### src/pkg/ssr_map.svh
// Constants for the status and service-request block
`ifndef SSR_MAP_SVH
`define SSR_MAP_SVH

// Status summary byte bit positions
`define SSR_STB_MAV_BIT   4
`define SSR_STB_ESB_BIT   5
`define SSR_STB_RQS_BIT   6

// Event flag bit positions
`define SSR_EVT_OPC_BIT   0
`define SSR_EVT_QYE_BIT   2
`define SSR_EVT_DDE_BIT   3
`define SSR_EVT_EXE_BIT   4
`define SSR_EVT_CME_BIT   5
`define SSR_EVT_PON_BIT   7

// Reset values
`define SSR_SRQ_MASK_RST  8'h00
`define SSR_EVT_MASK_RST  8'h00
`define SSR_EVT_FLAGS_RST 16'h0080

// Bits that can ever be set
`define SSR_EVT_USED      16'h00bd
`define SSR_STB_USED      8'h70

// Response queue depth
`define SSR_QUEUE_DEPTH   16

`endif

### src/pkg/ssr_pkg.sv
// Types for the status and service-request block
package ssr_pkg;

  typedef enum logic [1:0] {
    SSR_OPC_IDLE,
    SSR_OPC_ARMED
  } ssr_opc_state_t;

  typedef logic [7:0] ssr_byte_t;

endpackage : ssr_pkg

### src/pkg/ssr_queue_if.sv
// Carrier between the block top and its response queue
`timescale 1ns/1ps
interface ssr_queue_if;
  logic       push;
  logic [8:0] push_data;
  logic       pop;
  logic [8:0] pop_data;
  logic       nonempty;
  logic       full;
  logic       overflow;
  logic       underflow;

  modport owner (
    output push, push_data, pop,
    input  pop_data, nonempty, full, overflow, underflow
  );
  modport queue (
    input  push, push_data, pop,
    output pop_data, nonempty, full, overflow, underflow
  );
endinterface : ssr_queue_if

### src/hw/ssr_status.sv
// Status byte, event flags, masks and service-request generation
`timescale 1ns/1ps
`include "ssr_map.svh"
module ssr_status
  import ssr_pkg::*;
#(
  parameter int QUEUE_DEPTH = `SSR_QUEUE_DEPTH
) (
  // Clock and reset
  input  wire logic       ref_clk_i,
  input  wire logic       resetn_i,
  // Power supply indication from the supervisor (asynchronous)
  input  wire logic       power_good_i,
  // Parser and executor events, one-cycle pulses, plus the ops_pending_i level
  input  wire logic       command_error_i,
  input  wire logic       execution_error_i,
  input  wire logic       device_error_i,
  input  wire logic       opc_monitor_i,
  input  wire logic       ops_pending_i,
  // Response formatter
  input  wire logic       resp_push_i,
  input  wire logic [7:0] resp_data_i,
  input  wire logic       resp_end_i,
  output logic            resp_ready_o,
  // Controller reads of the response queue
  input  wire logic       resp_read_i,
  output logic [7:0]      resp_data_o,
  output logic            resp_end_o,
  output logic            resp_valid_o,
  // Status access by the controller
  input  wire logic       serial_poll_i,
  input  wire logic       stb_query_i,
  output logic [7:0]      stb_data_o,
  output logic            stb_valid_o,
  // Mask writes and reads
  input  wire logic       srq_mask_wr_i,
  input  wire logic       evt_mask_wr_i,
  input  wire logic [7:0] mask_wdata_i,
  output logic [7:0]      srq_mask_o,
  output logic [7:0]      evt_mask_o,
  // Event flag register read, clears on read
  input  wire logic       evt_read_i,
  output logic [15:0]     evt_data_o,
  output logic            evt_valid_o,
  // Bus service-request line
  output logic            srq_o
);

  // ************************************************************
  // Synchronisers
  // ************************************************************
  logic pwr_meta_reg;
  logic pwr_sync_reg;
  logic pwr_prev_reg;

  always_ff @(posedge ref_clk_i or negedge resetn_i) begin
    if (!resetn_i) begin
      pwr_meta_reg <= 1'b0;
      pwr_sync_reg <= 1'b0;
      pwr_prev_reg <= 1'b0;
    end else begin
      pwr_meta_reg <= power_good_i;
      pwr_sync_reg <= pwr_meta_reg;
      pwr_prev_reg <= pwr_sync_reg;
    end
  end

  wire power_on_event = pwr_sync_reg && !pwr_prev_reg;

  // ************************************************************
  // Response queue
  // ************************************************************
  ssr_queue_if qif ();

  ssr_resp_queue #(
    .DEPTH (QUEUE_DEPTH)
  ) u_queue (
    .ref_clk_i (ref_clk_i),
    .resetn_i  (resetn_i),
    .q         (qif.queue)
  );

  // answer bytes and end markers enter, reads remove them
  assign qif.push      = resp_push_i;
  assign qif.push_data = {resp_end_i, resp_data_i};
  assign qif.pop       = resp_read_i;
  assign resp_ready_o  = !qif.full;

  logic rd_valid_reg;

  wire rd_accept = resp_read_i && qif.nonempty;

  always_ff @(posedge ref_clk_i or negedge resetn_i) begin
    if (!resetn_i) begin
      rd_valid_reg <= 1'b0;
    end else begin
      rd_valid_reg <= rd_accept;
    end
  end

  // Pop data lands one cycle after the read; align valid with it
  assign resp_valid_o = rd_valid_reg;
  assign resp_data_o  = qif.pop_data[7:0];
  assign resp_end_o   = qif.pop_data[8];

  // ************************************************************
  // Operation-complete monitor
  // ************************************************************
  ssr_opc_state_t opc_reg;
  ssr_opc_state_t opc_next;
  logic           opc_event;

  // armed by the monitor command, fires when nothing is pending
  always_comb begin
    opc_next  = opc_reg;
    opc_event = 1'b0;
    unique case (opc_reg)
      SSR_OPC_IDLE: begin
        if (opc_monitor_i) begin
          opc_next = SSR_OPC_ARMED;
        end
      end
      SSR_OPC_ARMED: begin
        if (!ops_pending_i) begin
          opc_event = 1'b1;
          opc_next  = SSR_OPC_IDLE;
        end
      end
      default: begin
        opc_next = SSR_OPC_IDLE;
      end
    endcase
  end

  always_ff @(posedge ref_clk_i or negedge resetn_i) begin
    if (!resetn_i) begin
      opc_reg <= SSR_OPC_IDLE;
    end else begin
      opc_reg <= opc_next;
    end
  end

  // ************************************************************
  // Event flags
  // ************************************************************
  logic [15:0] evt_flags_reg;
  logic [15:0] evt_set;
  logic [15:0] evt_flags_next;

  always_comb begin
    evt_set = 16'h0000;
    evt_set[`SSR_EVT_OPC_BIT] = opc_event;
    evt_set[`SSR_EVT_QYE_BIT] = qif.underflow || qif.overflow;
    evt_set[`SSR_EVT_DDE_BIT] = device_error_i;
    evt_set[`SSR_EVT_EXE_BIT] = execution_error_i;
    evt_set[`SSR_EVT_CME_BIT] = command_error_i;
    evt_set[`SSR_EVT_PON_BIT] = power_on_event;
  end

  // read clears, but a new event in that cycle survives
  assign evt_flags_next = ((evt_read_i ? 16'h0000 : evt_flags_reg)
                           | evt_set) & `SSR_EVT_USED;

  logic [15:0] evt_rd_reg;
  logic [15:0] evt_rd_next;
  logic        evt_valid_reg;

  // Read data holds its last value until the next read
  assign evt_rd_next = evt_read_i ? evt_flags_reg : evt_rd_reg;

  always_ff @(posedge ref_clk_i or negedge resetn_i) begin
    if (!resetn_i) begin
      evt_flags_reg <= `SSR_EVT_FLAGS_RST;
    end else begin
      evt_flags_reg <= evt_flags_next;
    end
  end

  always_ff @(posedge ref_clk_i or negedge resetn_i) begin
    if (!resetn_i) begin
      evt_rd_reg    <= 16'h0000;
      evt_valid_reg <= 1'b0;
    end else begin
      evt_rd_reg    <= evt_rd_next;
      evt_valid_reg <= evt_read_i;
    end
  end

  assign evt_data_o  = evt_rd_reg;
  assign evt_valid_o = evt_valid_reg;

  // ************************************************************
  // Mask registers
  // ************************************************************
  logic [7:0] srq_mask_reg;
  logic [7:0] evt_mask_reg;

  wire [7:0] srq_mask_next = srq_mask_wr_i ? mask_wdata_i : srq_mask_reg;
  wire [7:0] evt_mask_next = evt_mask_wr_i ? mask_wdata_i : evt_mask_reg;

  always_ff @(posedge ref_clk_i or negedge resetn_i) begin
    if (!resetn_i) begin
      srq_mask_reg <= `SSR_SRQ_MASK_RST;
    end else begin
      srq_mask_reg <= srq_mask_next;
    end
  end

  always_ff @(posedge ref_clk_i or negedge resetn_i) begin
    if (!resetn_i) begin
      evt_mask_reg <= `SSR_EVT_MASK_RST;
    end else begin
      evt_mask_reg <= evt_mask_next;
    end
  end

  assign srq_mask_o = srq_mask_reg;
  assign evt_mask_o = evt_mask_reg;

  // ************************************************************
  // Status summary and service request
  // ************************************************************
  // Any bit that is both set and enabled
  function automatic logic ssr_any_masked(input logic [7:0] v,
                                          input logic [7:0] m);
    ssr_any_masked = |(v & m);
  endfunction : ssr_any_masked

  wire queue_nonempty_flag = qif.nonempty;
  wire event_summary_flag  =
    ssr_any_masked(evt_flags_reg[7:0], evt_mask_reg);

  // Summary bits only, before the request bit is added
  logic [7:0] stb_base;

  always_comb begin
    stb_base = 8'h00;
    stb_base[`SSR_STB_MAV_BIT] = queue_nonempty_flag;
    stb_base[`SSR_STB_ESB_BIT] = event_summary_flag;
  end

  // summary of enabled bits 4 and 5
  wire master_summary_flag = ssr_any_masked(stb_base, srq_mask_reg);

  logic mss_prev_reg;
  logic request_service_flag;
  logic rqs_reg;

  // request raised on a rising summary edge
  wire rqs_rise = master_summary_flag && !mss_prev_reg;

  // request-service bit held while summary persists
  wire rqs_next = rqs_rise || (rqs_reg && master_summary_flag);

  always_ff @(posedge ref_clk_i or negedge resetn_i) begin
    if (!resetn_i) begin
      mss_prev_reg <= 1'b0;
    end else begin
      mss_prev_reg <= master_summary_flag;
    end
  end

  always_ff @(posedge ref_clk_i or negedge resetn_i) begin
    if (!resetn_i) begin
      rqs_reg <= 1'b0;
    end else begin
      rqs_reg <= rqs_next;
    end
  end

  // Gated by the summary so a poll and a query always agree
  assign request_service_flag = master_summary_flag && (rqs_reg || rqs_rise);

  // bus request line follows the request-service bit
  assign srq_o = rqs_reg;

  // Summary bits come in as an argument so callers re-evaluate on change
  function automatic ssr_byte_t ssr_stb(input ssr_byte_t base,
                                        input logic      b6);
    ssr_stb = base;
    ssr_stb[`SSR_STB_RQS_BIT] = b6;
    ssr_stb = ssr_stb & `SSR_STB_USED;
  endfunction : ssr_stb

  logic [7:0] stb_reg;
  logic       stb_valid_reg;

  // poll returns request flag, query returns summary
  wire [7:0] stb_poll  = ssr_stb(stb_base, request_service_flag);
  wire [7:0] stb_query = ssr_stb(stb_base, master_summary_flag);

  // Poll wins over a query in the same cycle
  wire [7:0] stb_next = serial_poll_i ? stb_poll :
                        stb_query_i   ? stb_query : stb_reg;

  always_ff @(posedge ref_clk_i or negedge resetn_i) begin
    if (!resetn_i) begin
      stb_reg <= 8'h00;
    end else begin
      stb_reg <= stb_next;
    end
  end

  always_ff @(posedge ref_clk_i or negedge resetn_i) begin
    if (!resetn_i) begin
      stb_valid_reg <= 1'b0;
    end else begin
      stb_valid_reg <= serial_poll_i || stb_query_i;
    end
  end

  assign stb_data_o  = stb_reg;
  assign stb_valid_o = stb_valid_reg;

endmodule : ssr_status

### src/hw/ssr_resp_queue.sv
// Response queue holding data bytes and end-of-message markers
`timescale 1ns/1ps
`include "ssr_map.svh"
module ssr_resp_queue #(
  parameter int DEPTH = `SSR_QUEUE_DEPTH
) (
  // Clock and reset
  input  wire logic ref_clk_i,
  input  wire logic resetn_i,
  // Queue port
  ssr_queue_if.queue q
);
  localparam int AW = $clog2(DEPTH);

  logic [8:0]  mem [DEPTH];
  logic [AW:0] cnt_reg;
  logic [AW-1:0] wr_reg;
  logic [AW-1:0] rd_reg;
  logic        ovf_reg;
  logic        unf_reg;
  logic [8:0]  out_reg;

  wire full_w  = (cnt_reg == (AW+1)'(DEPTH));
  wire empty_w = (cnt_reg == '0);
  wire do_push = q.push && !full_w;
  wire do_pop  = q.pop && !empty_w;

  assign q.nonempty  = !empty_w;
  assign q.full      = full_w;
  assign q.pop_data  = out_reg;
  assign q.overflow  = ovf_reg;
  assign q.underflow = unf_reg;

  always_ff @(posedge ref_clk_i) begin
    if (do_push) begin
      mem[wr_reg] <= q.push_data;
    end
  end

  always_ff @(posedge ref_clk_i or negedge resetn_i) begin
    if (!resetn_i) begin
      cnt_reg <= '0;
      wr_reg  <= '0;
      rd_reg  <= '0;
      ovf_reg <= 1'b0;
      unf_reg <= 1'b0;
      out_reg <= 9'h000;
    end else begin
      wr_reg  <= do_push ? wr_reg + 1'b1 : wr_reg;
      rd_reg  <= do_pop ? rd_reg + 1'b1 : rd_reg;
      cnt_reg <= cnt_reg + (AW+1)'(do_push) - (AW+1)'(do_pop);
      // Pushing into a full queue loses the byte
      ovf_reg <= q.push && full_w;
      unf_reg <= q.pop && empty_w;
      // Read data holds until the next accepted read
      out_reg <= do_pop ? mem[rd_reg] : out_reg;
    end
  end
endmodule : ssr_resp_queue

### config.mk
export PLATFORM = sky130hd
export DESIGN_NAME = ssr_status
export DESIGN_NICKNAME = d
export VERILOG_FILES = /design/src/pkg/ssr_pkg.sv /design/src/pkg/ssr_queue_if.sv /design/src/hw/ssr_status.sv /design/src/hw/ssr_resp_queue.sv
export VERILOG_INCLUDE_DIRS = /design/src /design/src/pkg
export SDC_FILE = /design/constraint.sdc
export NUM_CORES = 1
export LEC_CHECK = 0
export CAP_MARGIN = 10
export CORE_ASPECT_RATIO = 1.5
export CORE_UTILIZATION = 40
export DETAILED_ROUTE_END_ITERATION = 7
export DONT_BUFFER_PORTS = 1
export HOLD_SLACK_MARGIN = 0.06
export PLACE_DENSITY_LB_ADDON = 0.12
export SLEW_MARGIN = 10
export SYNTH_ARGS = -nofsm -noshare
export SYNTH_HDL_FRONTEND = slang
export SYNTH_HIERARCHICAL = 1
export SYNTH_SLANG_ARGS = --single-unit
### constraint.sdc
create_clock -name ref_clk_i -period 3.7 [get_ports ref_clk_i]
set_input_delay 0.37 -clock ref_clk_i [delete_from_list [all_inputs] [get_ports ref_clk_i]]
set_output_delay 0.37 -clock ref_clk_i [all_outputs]
set_load 0.005 [all_outputs]
==> reports/qor.csv, run 1 <==
metric,value,unit
die height,179,µm
Worst Setup SP,u_queue/cnt_reg[3],
vias in the first global route,4530,
"Avg Cell Area, Syn",18.6,µm²
Final HPWL DP,11.3,mm
die extent in x,120,µm
hold_buf cts,35,
RSZ-0062 raised after global routing,no,
Leak,0.00340,µW
"Max FO, Critical Path",18,
Final Critical Period,2.99,ns
CTS tree,yes,
grt peak-use layer,met2,
clk_skew,0.0200,ns
critical path launch point type,register,
fmax,335,MHz
Place WS,0.722,ns
fill count,1739,
Hold Startpoint,resp_read_i,
Initial Util,0.407,
CTS sink cnt,208,
DRT iter0 DRCs,197,
post-synthesis sequential area ratio,0.713,
clock tree buffer depth,3,
WL final,17.0,mm
top post-synthesis cells by area,"edfxtp_1 (52%), dfrtp_1 (19%), mux4_2 (9.8%), mux2_2 (3.3%), buf_4 (1.7%)",
Setup TNS,0,ns
via count,4036,
TritonCTS Buffers,21,
Layout area overhead,14.4,%
Slew Limit Headroom,0.330,
status,completed,
initial antenna violation count,1,
Die Area,21400,µm²
Nets,535,
largest register by flop count,u_queue/mem,
met3 Resource Use GR,0.0361,
Boundary Pins,86,
clk slew on worst S/H paths,0.06,ns
Synth Register Bits,208,
M1 GR Usage,0.184,
global-route wire length before repair,26.5,mm
core area,20400,µm²
number of flip-flops in the largest register,144,
Clock Latency Late Sink,0.50,ns
WP data required,4.07,ns
slack of the critical path,0.712,ns
vias per cell,5.23,
final worst path period share,0.808,
Final Hold Viols,0,
row count,64,
Worst R2R Start,u_queue/cnt_reg[3],
Total GRT Usage,0.167,
worst-margin pin slew,1.00,ns
WL/cell,22.0,µm
DRC viols,0,
# H-tree levels,1,
Synth top area share,0.520,
GPL Wtd Cong,0.729,
Mapped Area,8310,µm²
endpoints failing setup,0,
crit end category,register,
met2 Usage GRT,0.316,
ys async rst share,0.308,
worst hold path class,primary input to register,
post_cts resized,0,
WS Path Type,register to register,
Max-Cap Viols,0,
CP arrival,3.36,ns
"Top FF cell, synth",edfxtp_1,
maximum number of pins on one net before global-route repair,65,
GRT overflow,0,
Synth top cells by count,"edfxtp_1 (144), dfrtp_1 (63), mux4_2 (36)",
library cells used by synthesis,48,
Slew Limit Fails,0,
top-count cell post-synth,edfxtp_1,
post-synthesis cell count,447,
leading area contributor after synthesis,edfxtp_1,
"EDFF count, synth",144,
root buf cell,clkbuf_16,
share of cells above drive strength 1,0.219,
area taken by flip-flops and latches,5930,µm²
Peak supply drop,272,µV
footprint of the multi-input gates,2130,µm²
IO buf count,0,
DRT antenna net count,0,
# Post-CTS Setup Buffers,0,
drt first pass iters,4,
Yosys warnings,6,
Pwr per Cell Area,705,nW/µm²
-- cell families (layout without fill, tap and decap cells) --
logic type | Yosys count | after routing | share of synthesized area
mux | 70 | 70 | 0.143
compound gates | 46 | 46 | 0.0443
simple gates | 46 | 46 | 0.0336
xor+xnor | 10 | 10 | 0.0105
other cells | 1 | 16 | 0.000451
fa+ha+maj | 12 | 12 | 0.0190
buf+inv | 54 | 99 | 0.0364
flops | 208 | 208 | 0.713
-- per-stage QoR --
step	cells	util	power (µW)	hold WS (ns)	cell area, µm²
after floorplan	461	-	4390	0.0744	8360
after global placement	696	0.417	4770	0.0757	8520
after detailed placement	696	0.417	4810	0.0758	8520
after CTS	769	0.465	6820	0.0623	9490
after global routing	771	0.466	7060	0.0984	9510
final	771	0.466	6700	0.109	9510
-- report_power, final --
part	switching (µW)	internal [µW]
clock network	829	1070
registers	371	2840
logic	768	816
total	1970	4730
-- layout make-up --
cell class | instances | share of cell area
Antenna cell | 1 | 0.000263
Clock buffer | 29 | 0.0595
Clock inverter | 9 | 0.00474
Inverter | 18 | 0.00711
Multi-Input combinational cell | 199 | 0.225
Sequential cell | 208 | 0.624
Tap cell | 264 | 0.0347
Timing Repair Buffer | 43 | 0.0453
-- routing by layer --
metal / routed length (µm) / share of wire
met1: 6390 / 0.38
met3: 941 / 0.055
met5: 0 / 0
met2: 9310 / 0.55
met4: 343 / 0.020
-- cell usage in the layout (no fill, tap or decap), drive strengths merged, types with 11 or more instances in the layout --
cell type	n
a21oi	12
mux2	25
dfrtp	63
conb	15
dlygate4sd3	35
ha	11
mux4	36
edfxtp	144
inv	19
clkbuf	29
and2	12
-- worst max-delay path, stage by stage, from the launching register on --
cell	delay, ns
dfrtp_1	0.39
inv_1	0.09
ha_1	0.18
or4b_1	0.45
buf_4	0.22
and2_4	0.24
ha_1	0.29
inv_1	0.04
ha_1	0.20
fa_1	0.41
a21oi_1	0.16
o21bai_1	0.08
xnor2_1	0.12
-- path summary, 6_finish.rpt --
path                                    endpoint  slack [ns]  depth (start not counted)
min in group asynchronous          srq_mask_o[2]        0.45                          2
max reg2reg                   u_queue/cnt_reg[4]        0.71                         12
min reg2reg                         pwr_sync_reg        0.34                          0
max in group asynchronous       evt_flags_reg[7]        2.93                          2
min                        u_queue/q.pop_data[4]        0.11                          2
max                           u_queue/cnt_reg[4]        0.71                         12
(Power assumes the default switching activity.)
==> run 2: changes to the inputs <==
- clock period: 3.7 -> 2.88 ns (I/O delays scaled with it)
==> run 2 against run 1 <==
Clock power rose by 38%. Non-clock buffer count is 4 higher. Sequential power grew 22%. Count of clock-buffer cells in the layout up 2. Flip-flop and latch count unchanged. Register-to-register slack lost 0.55 ns. First-iteration DRC count is 12% higher. Critical path depth shrank 1. Clock skew shrank 0.0028 ns. Critical path type unchanged. Highest routed layer is now met5.
==> reports/qor.csv, run 2 (synthesized netlist as in run 1, its figures left out) <==
metric,value,unit,change
Initial Util,0.407,,unchanged
top sig layer,met5,,
number of flip-flops in the largest register,144,,unchanged
worst hold path class,primary input to register,,
GRT overflow,0,,unchanged
Ant. Diodes,0,,-1
largest register by flop count,u_queue/mem,,
final worst path period share,0.945,,+0.137
WS Path Type,register to register,,
WL met2,9.68,mm,+3.9%
# Post-CTS Setup Buffers,0,,unchanged
DRC viols,0,,unchanged
Clock Latency Late Sink,0.49,ns,about the same
initial antenna violation count,1,,unchanged
fin cells,772,,+0.13%
DRT iter0 DRCs,221,,+12%
hold slack,0.0811,ns,-0.0279 ns
Total GRT Usage,0.168,,+0.00165
WL final,17.5,mm,+2.9%
global-route wire length before repair,26.3,mm,-0.75%
WP data required,3.24,ns,-0.83 ns
TritonCTS Buffers,20,,-4.8%
CTS sink cnt,208,,unchanged
via count,4077,,+1.0%
RSZ-0062 raised after global routing,no,,
Nets,538,,+0.56%
Boundary Pins,86,,unchanged
row count,64,,unchanged
GPL Wtd Cong,0.739,,+1.4%
Pwr per Cell Area,923,nW/µm²,+31%
fin util,0.470,,+0.00429
placed insts,703,,+1.0%
"commonest non-fill, non-tap cell in the layout",edfxtp_1,,
CP arrival,3.09,ns,-0.27 ns
die extent in x,120,µm,unchanged
Slew Limit Headroom,0.543,,+0.213
Max-Cap Viols,0,,unchanged
vias per cell,5.28,,+0.89%
"Max FO, Critical Path",2,,-16
status,completed,,
endpoints failing setup,0,,unchanged
root buf cell,clkbuf_16,,
# H-tree levels,1,,unchanged
share of cells above drive strength 1,0.236,,+0.0169
die height,179,µm,unchanged
clock tree buffer depth,3,,unchanged
Final Critical Period,2.72,ns,-0.266 ns
Leak,0.00346,µW,+1.6%
clk_skew,0.0172,ns,-0.00284 ns
Layout area overhead,15.4,%,
Setup TNS,0,ns,unchanged
CTS tree,yes,,
critical path launch point type,register,,
met3 WL post-DR,993,µm,+5.5%
most frequent cells in the layout,"edfxtp_1 (144), dfrtp_1 (62), mux4_2 (36), dlygate4sd3_1 (32), mux2_2 (24)",,
Final Hold Viols,0,,unchanged
IO buf count,0,,unchanged
WL/cell,22.6,µm,+2.8%
Final HPWL DP,11.3,mm,about the same
vias in the first global route,4442,,-1.9%
DRT antenna net count,0,,unchanged
worst-margin pin slew,0.683,ns,-0.318 ns
drt first pass iters,4,,unchanged
maximum number of pins on one net before global-route repair,65,,unchanged
routed length on met1,6.45,mm,+0.81%
crit end category,register,,
fmax,367,MHz,+9.8%
Peak supply drop,518,µV,+90%
core area,20400,µm²,unchanged
Slew Limit Fails,0,,unchanged
clk slew on worst S/H paths,0.06,ns,about the same
Die Area,21400,µm²,unchanged
run 2: changes by cell type in the layout (fill, tap and decap cells not counted), moves of 3 or more:
cell | previous run | this run
dlygate4sd3_1 | 35 | 32
buf_4 | 7 | 13
clkinv_2 | 5 | 1
clkbuf_1 | 7 | 4
clkbuf_8 | 1 | 5
run 2: layout make-up:
class                   instances  area, µm²
well taps                     264        330
multi-input cells             199       2130
clock buffers                  31        617
fillers                      1740      10800
repair buffers                 47        465
flip-flops and latches        208       5930
clock inverters                 5       51.3
inverters                      18       67.6
run 2: worst max-delay path, cell delays in order (launching register included):
cell	delay, ns
dfrtp_1	0.38
inv_1	0.08
ha_1	0.16
or4b_1	0.47
and2_4	0.18
ha_1	0.27
inv_1	0.04
ha_1	0.20
fa_1	0.41
a21oi_1	0.18
o21bai_1	0.10
xnor2_1	0.13
run 2: where the power goes:
part           total (µW)  switching (µW)  internal [µW]
clock                2620            1060           1560
combinational        2320            1230           1090
sequential           3920             262           3650
total                8860            2550           6310
run 2: timing repair:
item / in CTS / in global routing
hold endpoints to repair: 255 / 0
resized for setup: 0 / 0
hold buffers: 33 / 0
run 2: path summary, 6_finish.rpt:
kind	slack (ns)	start	to	depth (start not counted)
hold reg to reg	0.36	pwr_meta_reg	pwr_sync_reg	0
max in group asynchronous	2.19	resetn_i	evt_flags_reg[7]	2
setup / recovery	0.16	u_queue/cnt_reg[3]	u_queue/cnt_reg[4]	11
min in group asynchronous	0.39	resetn_i	srq_mask_o[7]	2
setup reg to reg	0.16	u_queue/cnt_reg[3]	u_queue/cnt_reg[4]	11
hold / removal	0.08	stb_query_i	stb_data_o[6]	3
run 2: through the flow:
stage | instance area [µm²] | power, µW | worst slack (ns)
after global placement | 8580 | 6210 | 0.281
final | 9590 | 8860 | 0.158
after detailed placement | 8580 | 6250 | 0.167
after global routing | 9590 | 9310 | 0.0308
after floorplan | 8360 | 5640 | 0.0930
after CTS | 9590 | 9000 | 0.160
run 2: layer usage:
layer | track usage | vias up
met5 | 0 | -
met4 | 0.0458 | 2
met3 | 0.0358 | 33
met2 | 0.324 | 114
met1 | 0.183 | 2131
li1 | - | 1797
